===== src/verilog/gcp_pkg.sv =====
// Constants shared by the GPIO command interpreter and its helpers.
// Assumes one 250 MHz clock and a synchronous active-high reset.
`default_nettype none
package gcp_pkg;
   localparam int unsigned GCP_CMD_BYTES = 9;
   localparam int unsigned GCP_REPLY_BYTES = 5;
   localparam logic [3:0] GCP_LAST_CMD_IDX = 4'h8;
   localparam logic [2:0] GCP_LAST_REPLY_IDX = 3'h4;
   localparam logic [7:0] GCP_CMD_GET_FUNC = 8'h10;
   localparam logic [7:0] GCP_CMD_GET_DIR = 8'h11;
   localparam logic [7:0] GCP_CMD_GET_LVL = 8'h12;
   localparam logic [7:0] GCP_CMD_GET_STATE = 8'h13;
   localparam logic [7:0] GCP_CMD_SET_DIR = 8'h19;
   localparam logic [7:0] GCP_CMD_SET_LVL = 8'h1a;
   localparam logic [7:0] GCP_CMD_SET_STATE = 8'h1b;
   localparam logic [7:0] GCP_INVALID_REPLY = 8'hff;
   localparam logic [31:0] GCP_DIR_RESET = 32'h0000_0000;
   localparam logic [31:0] GCP_LVL_RESET = 32'hffff_ffff;
   localparam logic [31:0] GCP_STATE_RESET = 32'h0000_0000;
   localparam logic [31:0] GCP_FUNC_DEFAULT = 32'hffff_ffff;
   // Register byte addresses on the Avalon-MM slave.
   localparam logic [3:0] GCP_ADDR_STATUS = 4'h0;
   localparam logic [3:0] GCP_ADDR_RXDATA = 4'h4;
   localparam logic [3:0] GCP_ADDR_TXDATA = 4'h8;
   localparam logic [3:0] GCP_ADDR_FUNC = 4'hc;
   localparam int unsigned GCP_ST_TXVALID = 0;
   localparam int unsigned GCP_ST_RXREADY = 1;
   typedef enum logic [1:0] {GCP_CMD_GET, GCP_CMD_SET, GCP_CMD_BAD} gcp_class_e;
endpackage
`default_nettype wire


===== src/verilog/gcp_byte_if.sv =====
// Byte stream carrier between the interpreter and its helpers.
// Assumes a ready/valid handshake on the common clock.
`timescale 1ns/100ps
`default_nettype none
interface gcp_byte_if;
   logic valid;
   logic ready;
   logic [7:0] data;
   modport src (output valid, output data, input ready);
   modport snk (input valid, input data, output ready);
endinterface
`default_nettype wire


===== src/verilog/gcp_mask_apply.sv =====
// Masked merge of one pin word, shared by the three set commands.
// Assumes purely combinational use.
`timescale 1ns/100ps
`default_nettype none
module gcp_mask_apply (
   input wire logic [31:0] old_word,
   input wire logic [31:0] mask,
   input wire logic [31:0] new_word,
   output logic [31:0] merged
);
   genvar i;
   generate
      for (i = 0; i < 32; i++) begin : g_bit
         assign merged[i] = mask[i] ? new_word[i] : old_word[i];
      end
   endgenerate
endmodule
`default_nettype wire


===== src/verilog/gcp_avalon_slave.sv =====
// Avalon-MM slave turning register accesses into byte streams.
// Assumes the master holds a request until waitrequest is low.
`timescale 1ns/100ps
`default_nettype none
module gcp_avalon_slave (
   input wire logic clk,
   input wire logic reset,
   input wire logic [3:0] address,
   input wire logic read,
   input wire logic write,
   input wire logic [31:0] writedata,
   output logic [31:0] readdata,
   output logic waitrequest,
   input wire logic [31:0] func_word,
   output logic [31:0] func_reg_out,
   gcp_byte_if.src cmd,
   gcp_byte_if.snk rsp
);
   logic [31:0] readdata_reg, readdata_next;
   logic ack_reg, ack_next;
   logic [31:0] func_reg, func_next;
   logic [7:0] rx_reg, rx_next;
   logic rx_valid_reg, rx_valid_next;
   logic req;
   assign req = read | write;
   // One wait cycle per access, then the answer at the next edge.
   assign waitrequest = req & ~ack_reg;
   assign readdata = readdata_reg;
   assign func_reg_out = func_reg;
   // A write lands only in the cycle in which waitrequest is low.
   assign cmd.valid = write & ack_reg & (address == gcp_pkg::GCP_ADDR_TXDATA);
   assign cmd.data = writedata[7:0];
   assign rsp.ready = ~rx_valid_reg;
   always_comb begin
      ack_next = req & ~ack_reg;
      readdata_next = readdata_reg;
      func_next = func_reg;
      rx_next = rx_reg;
      rx_valid_next = rx_valid_reg;
      if (read && !ack_reg) begin
         unique case (address)
            gcp_pkg::GCP_ADDR_STATUS: begin
               readdata_next = 32'h0000_0000;
               readdata_next[gcp_pkg::GCP_ST_TXVALID] = rx_valid_reg;
               readdata_next[gcp_pkg::GCP_ST_RXREADY] = cmd.ready;
            end
            gcp_pkg::GCP_ADDR_RXDATA: begin
               readdata_next = {24'h00_0000, rx_reg};
               rx_valid_next = 1'b0;
            end
            gcp_pkg::GCP_ADDR_FUNC: readdata_next = func_reg;
            default: readdata_next = 32'h0000_0000;
         endcase
      end
      if (write && ack_reg && address == gcp_pkg::GCP_ADDR_FUNC) begin
         func_next = writedata;
      end
      // A new reply byte wins over a pop in the same cycle, so none is lost.
      if (rsp.valid && !rx_valid_reg) begin
         rx_next = rsp.data;
         rx_valid_next = 1'b1;
      end
   end
   always_ff @(posedge clk) begin
      if (reset) begin
         readdata_reg <= 32'h0000_0000;
         ack_reg <= 1'b0;
         func_reg <= gcp_pkg::GCP_FUNC_DEFAULT;
         rx_reg <= 8'h00;
         rx_valid_reg <= 1'b0;
      end else begin
         readdata_reg <= readdata_next;
         ack_reg <= ack_next;
         func_reg <= func_next;
         rx_reg <= rx_next;
         rx_valid_reg <= rx_valid_next;
      end
   end
   logic unused_func;
   assign unused_func = ^func_word;
endmodule
`default_nettype wire


===== src/verilog/gcp_top.sv =====
// GPIO command interpreter: takes nine-byte commands, answers them.
// Assumes software moves the bytes over Avalon-MM, one byte per access.
`timescale 1ns/100ps
`default_nettype none
module gcp_top (
   input wire logic clk,
   input wire logic reset,
   input wire logic [3:0] avs_address,
   input wire logic avs_read,
   input wire logic avs_write,
   input wire logic [31:0] avs_writedata,
   output logic [31:0] avs_readdata,
   output logic avs_waitrequest,
   output logic [31:0] gpio_dir,
   output logic [31:0] gpio_active_low,
   output logic [31:0] gpio_state
);
   typedef enum {GCP_S_RECV, GCP_S_EXEC, GCP_S_SEND} gcp_state_e;
   gcp_byte_if cmd_if ();
   gcp_byte_if rsp_if ();
   logic [31:0] func_word;
   gcp_state_e st_reg, st_next;
   logic [3:0] idx_reg, idx_next;
   logic [2:0] oidx_reg, oidx_next;
   logic [7:0] op_reg, op_next;
   logic [31:0] mask_reg, mask_next, val_reg, val_next, reply_reg, reply_next;
   logic [31:0] dir_reg, dir_next, lvl_reg, lvl_next, sta_reg, sta_next;
   logic [31:0] merge_old, merged;
   logic bad_reg, bad_next;

   function automatic gcp_pkg::gcp_class_e gcp_classify(input logic [7:0] op);
      unique case (op)
         gcp_pkg::GCP_CMD_GET_FUNC, gcp_pkg::GCP_CMD_GET_DIR,
         gcp_pkg::GCP_CMD_GET_LVL, gcp_pkg::GCP_CMD_GET_STATE: gcp_classify = gcp_pkg::GCP_CMD_GET;
         gcp_pkg::GCP_CMD_SET_DIR, gcp_pkg::GCP_CMD_SET_LVL,
         gcp_pkg::GCP_CMD_SET_STATE: gcp_classify = gcp_pkg::GCP_CMD_SET;
         default: gcp_classify = gcp_pkg::GCP_CMD_BAD;
      endcase
   endfunction

   gcp_avalon_slave u_bus (
      .clk(clk),
      .reset(reset),
      .address(avs_address),
      .read(avs_read),
      .write(avs_write),
      .writedata(avs_writedata),
      .readdata(avs_readdata),
      .waitrequest(avs_waitrequest),
      .func_word(32'h0000_0000),
      .func_reg_out(func_word),
      .cmd(cmd_if),
      .rsp(rsp_if)
   );

   always_comb begin
      unique case (op_reg)
         gcp_pkg::GCP_CMD_SET_DIR: merge_old = dir_reg;
         gcp_pkg::GCP_CMD_SET_LVL: merge_old = lvl_reg;
         default: merge_old = sta_reg;
      endcase
   end

   gcp_mask_apply u_merge (
      .old_word(merge_old),
      .mask(mask_reg),
      .new_word(val_reg),
      .merged(merged)
   );

   assign cmd_if.ready = (st_reg == GCP_S_RECV);
   assign rsp_if.valid = (st_reg == GCP_S_SEND);
   assign gpio_dir = dir_reg;
   assign gpio_active_low = lvl_reg;
   assign gpio_state = sta_reg;

   always_comb begin
      rsp_if.data = op_reg;
      if (bad_reg) begin
         rsp_if.data = gcp_pkg::GCP_INVALID_REPLY;
      end else if (oidx_reg != 3'h0) begin
         rsp_if.data = reply_reg[8 * (oidx_reg - 3'h1) +: 8];
      end
   end

   always_comb begin
      st_next = st_reg;
      idx_next = idx_reg;
      oidx_next = oidx_reg;
      op_next = op_reg;
      mask_next = mask_reg;
      val_next = val_reg;
      reply_next = reply_reg;
      dir_next = dir_reg;
      lvl_next = lvl_reg;
      sta_next = sta_reg;
      bad_next = bad_reg;
      unique case (st_reg)
         GCP_S_RECV: begin
            if (cmd_if.valid) begin
               if (idx_reg == 4'h0) begin
                  op_next = cmd_if.data;
               end else if (idx_reg < 4'h5) begin
                  mask_next[8 * (idx_reg - 4'h1) +: 8] = cmd_if.data;
               end else begin
                  val_next[8 * (idx_reg - 4'h5) +: 8] = cmd_if.data;
               end
               if (idx_reg == gcp_pkg::GCP_LAST_CMD_IDX) begin
                  idx_next = 4'h0;
                  st_next = GCP_S_EXEC;
               end else begin
                  idx_next = idx_reg + 4'h1;
               end
            end
         end
         GCP_S_EXEC: begin
            bad_next = (gcp_classify(op_reg) == gcp_pkg::GCP_CMD_BAD);
            oidx_next = 3'h0;
            st_next = GCP_S_SEND;
            unique case (op_reg)
               gcp_pkg::GCP_CMD_GET_FUNC: reply_next = func_word;
               gcp_pkg::GCP_CMD_GET_DIR: reply_next = dir_reg;
               gcp_pkg::GCP_CMD_GET_LVL: reply_next = lvl_reg;
               gcp_pkg::GCP_CMD_GET_STATE: reply_next = sta_reg;
               gcp_pkg::GCP_CMD_SET_DIR: begin
                  dir_next = merged;
                  reply_next = merged;
               end
               gcp_pkg::GCP_CMD_SET_LVL: begin
                  lvl_next = merged;
                  reply_next = merged;
               end
               gcp_pkg::GCP_CMD_SET_STATE: begin
                  sta_next = merged;
                  reply_next = merged;
               end
               default: reply_next = reply_reg;
            endcase
         end
         GCP_S_SEND: begin
            if (rsp_if.ready) begin
               if (bad_reg || oidx_reg == gcp_pkg::GCP_LAST_REPLY_IDX) begin
                  st_next = GCP_S_RECV;
                  oidx_next = 3'h0;
               end else begin
                  oidx_next = oidx_reg + 3'h1;
               end
            end
         end
         default: st_next = GCP_S_RECV;
      endcase
   end

   always_ff @(posedge clk) begin
      if (reset) begin
         st_reg <= GCP_S_RECV;
         idx_reg <= 4'h0;
         oidx_reg <= 3'h0;
         op_reg <= 8'h00;
         mask_reg <= 32'h0000_0000;
         val_reg <= 32'h0000_0000;
         reply_reg <= 32'h0000_0000;
         dir_reg <= gcp_pkg::GCP_DIR_RESET;
         lvl_reg <= gcp_pkg::GCP_LVL_RESET;
         sta_reg <= gcp_pkg::GCP_STATE_RESET;
         bad_reg <= 1'b0;
      end else begin
         st_reg <= st_next;
         idx_reg <= idx_next;
         oidx_reg <= oidx_next;
         op_reg <= op_next;
         mask_reg <= mask_next;
         val_reg <= val_next;
         reply_reg <= reply_next;
         dir_reg <= dir_next;
         lvl_reg <= lvl_next;
         sta_reg <= sta_next;
         bad_reg <= bad_next;
      end
   end
endmodule
`default_nettype wire


===== config.mk =====
export PLATFORM = sky130hd
export DESIGN_NAME = gcp_top
export DESIGN_NICKNAME = d
export VERILOG_FILES = /design/src/verilog/gcp_pkg.sv /design/src/verilog/gcp_byte_if.sv /design/src/verilog/gcp_mask_apply.sv /design/src/verilog/gcp_avalon_slave.sv /design/src/verilog/gcp_top.sv
export SDC_FILE = /design/constraint.sdc
export NUM_CORES = 1
export LEC_CHECK = 0
export BUFFER_PORTS_ARGS = -buffer_cell sky130_fd_sc_hd__buf_4
export CAP_MARGIN = 20
export CORE_ASPECT_RATIO = 2
export CORE_MARGIN = 3
export CORE_UTILIZATION = 35
export CTS_CLUSTER_SIZE = 30
export DETAILED_ROUTE_END_ITERATION = 10
export PLACE_DENSITY = 0.56
export SKIP_LAST_GASP = 1
export SLEW_MARGIN = 40
export SYNTH_ARGS = -nofsm -noshare
export SYNTH_HDL_FRONTEND = slang
export SYNTH_SLANG_ARGS = --single-unit
export TNS_END_PERCENT = 10

===== constraint.sdc =====
create_clock -name clk -period 4.7 [get_ports clk]
set_input_delay 0.94 -clock clk [delete_from_list [all_inputs] [get_ports clk]]
set_output_delay 0.94 -clock clk [all_outputs]
set_load 0.01 [all_outputs]

==> impl_metrics.yaml <==
worst_hold_path:
  hold_path_class: "register to register"
job:
  maxCapViolations: 0
synthesis:
  ys_seq_area_frac: 0.435
  count_of_yosys_warnings_during_synthesis: 0
  ys.flop_type: "sky130_fd_sc_hd__dfxtp_1"
  asyncSetResetFlopFracSynth: 0
  synth_seq_cells: 284
  synth_nets: 1552
  post_synth_num_cell_types: 63
  netlist_area_um2: 13100
  synth_area_per_cell_um2: 8.76
  number_of_enable_flip_flop_cells_after_synthesis: 0
  postSynthCellCount: 1492
timing:
  timing.final.ws_setup_ps: 795
  totalNegativeSetupSlack_ps: 0
  report.final.setup_viol: 0
  drv_slew: 0
  tightest_slew_ps: 759
  fin_crit_sh: 0.831
  min_period_ps: 3900
  fin_worst_skew_ps: 18.3
  maxSlewHeadroom: 0.492
  grt_setup_unrepaired: "no"
  clock.fmax_mhz: 256
  hold_slack_ps: 459
  finalHoldViolations: 0
finish:
  number_of_nets_in_the_finished_design: 1657
  area_delta_synth_final_pct: 20.3
  multi_input_comb_area_um2: 6800
  share_of_final_layout_standard_cells_stronger_than_drive_strength_1: 0.194
  antenna_cells: 0
  fraction_of_the_core_area_covered_by_cells_at_the_end_of_the_flow: 0.429
  sequential_cell_area_um2: 5690
  final.fill_count: 3610
  layout.cell_area.non_filler_um2: 15700
  finalNonFillerCells: 2070
power:
  power_density_nw_per_um2: 329
  netSwitchingFraction: 0.217
  fin_total_pwr_mw: 5.17
  p_clk_frac: 0.501
  power_frac_seq: 0.468
  total_leakage_power_nw: 6.17
  vdd.ir_drop.worst_mv: 0.220
  internal_power_mw: 4.05
  share_comb_of_total_power: 0.031
  power_switching_mw: 1.12
critical_path:
  crit_path_start_kind: "register"
  cp_max_fo: 15
  crit_arrival_ps: 4370
  timing.critical_path.required_ps: 5170
  kind_of_end_point_of_the_critical_path: "register"
  crit_type: "register to register"
route:
  ant_nets: 0
  finalWirelength_um: 47900
  drt_iter0_drc: 859
  drc: 0
  routedWlPerCell_um: 23.1
  num_vias: 11900
  route.detailed.vias_per_inst: 5.73
  drtPass1Iterations: 5
clock_tree:
  insertion_delay_ps: 560
  cts_inserted_buffers: 27
  cts_resized: 0
  clock_tree.buffer_depth: 3
  post_cts.repair.setup_buffers: 0
  numClockSinks: 284
  htreeDepth: 1
  post_cts_hold_buffer_count: 0
  clockRootBuffer: "sky130_fd_sc_hd__clkbuf_16"
  clkTransAtPathRegs_ps: 70
  tritoncts: "yes"
placed_design:
  gp_congestion: 0.947
  hpwlAfterDp_um: 35500
  placedCellCount: 2021
  number_of_port_buffers: 168
  detailedPlace.worstSlack_ps: 821
  placedInstanceArea_um2: 14700
grt:
  grtUsageTotal: 0.233
  grt_residual_overflow: 0
  grt_pass1_vias: 11800
  grt_max_degree: 72
  global_route_wire_length_before_repair_um: 72200
  antenna_found_initial: 0
floorplan:
  design.core.area_um2: 36700
  rows: 99
  die_height_um: 279
  design.portCount: 169
  start_util: 0.356
  fp.dieArea_um2: 39800
  die_width_um: 143
run_status:
  run_status: "finished clean"
synthesized netlist by cell type (all sizes together), types with 7 or more instances:
cell type | instances | area share
dfxtp | 284 | 0.44
nand2 | 229 | 0.066
nor2 | 111 | 0.032
a21oi | 101 | 0.039
nand3 | 91 | 0.036
clkbuf | 88 | 0.025
a22oi | 79 | 0.045
mux2i | 72 | 0.055
o21ai | 59 | 0.023
buf | 35 | 0.014
mux2 | 33 | 0.028
a211oi | 26 | 0.018
inv | 26 | 0.0075
nand2b | 26 | 0.012
a221oi | 21 | 0.014
a22o | 20 | 0.013
ha | 20 | 0.019
a221o | 19 | 0.015
o2bb2ai | 19 | 0.013
o211ai | 12 | 0.0069
o221ai | 12 | 0.0080
o22ai | 12 | 0.0057
mux4 | 9 | 0.016
and3 | 8 | 0.0038
nor2b | 8 | 0.0038
a2bb2oi | 7 | 0.0047
nor3 | 7 | 0.0027
nor4 | 7 | 0.0038
placed cells by master (no fill, tap or decap), types with 12 or more instances in the layout:
cell type / synthesis / routed
sky130_fd_sc_hd__a211oi_1: 18 / 18
sky130_fd_sc_hd__a21oi_1: 101 / 100
sky130_fd_sc_hd__a221o_1: 19 / 19
sky130_fd_sc_hd__a221oi_1: 21 / 21
sky130_fd_sc_hd__a22o_1: 20 / 20
sky130_fd_sc_hd__a22oi_1: 79 / 79
sky130_fd_sc_hd__buf_4: 7 / 196
sky130_fd_sc_hd__clkbuf_16: 0 / 27
sky130_fd_sc_hd__dfxtp_1: 284 / 283
sky130_fd_sc_hd__ha_1: 20 / 20
sky130_fd_sc_hd__inv_1: 25 / 25
sky130_fd_sc_hd__mux2_2: 33 / 33
sky130_fd_sc_hd__mux2i_1: 72 / 72
sky130_fd_sc_hd__nand2_1: 229 / 229
sky130_fd_sc_hd__nand2b_1: 26 / 26
sky130_fd_sc_hd__nand3_1: 87 / 86
sky130_fd_sc_hd__nor2_1: 111 / 111
sky130_fd_sc_hd__o211ai_1: 12 / 12
sky130_fd_sc_hd__o21ai_0: 58 / 58
sky130_fd_sc_hd__o221ai_1: 12 / 12
sky130_fd_sc_hd__o22ai_1: 12 / 12
sky130_fd_sc_hd__o2bb2ai_1: 19 / 19
power groups by stage:
stage	Sequential [mW]	Clock [mW]	Combinational [mW]
after CTS	2.42	2.64	0.159
final	2.42	2.59	0.160
after floorplan	2.47	0	0.0791
after global routing	2.42	2.72	0.171
after detailed placement	2.47	0	0.159
after global placement	2.47	0	0.155
final timing paths:
kind | end | startpoint | cells past startpoint | slack (ps)
hold / removal | val_reg[13]$_SDFFE_PP0P_ | val_reg[13]$_SDFFE_PP0P_ | 2 | 460
hold reg to reg | val_reg[13]$_SDFFE_PP0P_ | val_reg[13]$_SDFFE_PP0P_ | 2 | 460
setup / recovery | val_reg[10]$_SDFFE_PP0P_ | idx_reg[0]$_SDFFE_PP0P_ | 11 | 800
setup reg to reg | val_reg[10]$_SDFFE_PP0P_ | idx_reg[0]$_SDFFE_PP0P_ | 11 | 800
worst max-delay path, stage by stage (launching register included):
cell	delay, ps
sky130_fd_sc_hd__dfxtp_1	620
sky130_fd_sc_hd__inv_1	120
sky130_fd_sc_hd__ha_1	390
sky130_fd_sc_hd__nand2b_1	250
sky130_fd_sc_hd__nor2_1	170
sky130_fd_sc_hd__o21ai_0	140
sky130_fd_sc_hd__ha_1	330
sky130_fd_sc_hd__nor4b_1	330
sky130_fd_sc_hd__nand4_1	180
sky130_fd_sc_hd__a2111oi_2	470
sky130_fd_sc_hd__and3_1	550
sky130_fd_sc_hd__mux2i_1	240
layer usage:
| layer | vias up | wire length [um] | global-route usage |
|---|---|---|---|
| li1 | 5623 | - | - |
| met1 | 5713 | 18400 | 0.271 |
| met2 | 419 | 24400 | 0.413 |
| met3 | 108 | 2250 | 0.0223 |
| met4 | 0 | 2880 | 0.124 |
| met5 | - | 0 | 0 |
cells by family after synthesis:
logic type / after synthesis / synth area share
AOI/OAI and AO/OA: 399 / 0.213
muxes: 114 / 0.0991
and+or+nand+nor: 518 / 0.181
buffers and inverters: 150 / 0.0472
adders and majority gates: 20 / 0.0192
xor gates and xnor gates: 7 / 0.00584
DFF: 284 / 0.435
final cells by class:
| cell class | count | area share |
|---|---|---|
| Clock buffer | 31 | 0.0452 |
| Clock inverter | 17 | 0.0208 |
| Inverter | 27 | 0.00653 |
| Multi-Input combinational cell | 1058 | 0.432 |
| Sequential cell | 284 | 0.362 |
| Tap cell | 454 | 0.0361 |
| Timing Repair Buffer | 199 | 0.0973 |
(Power assumes the default switching activity.)
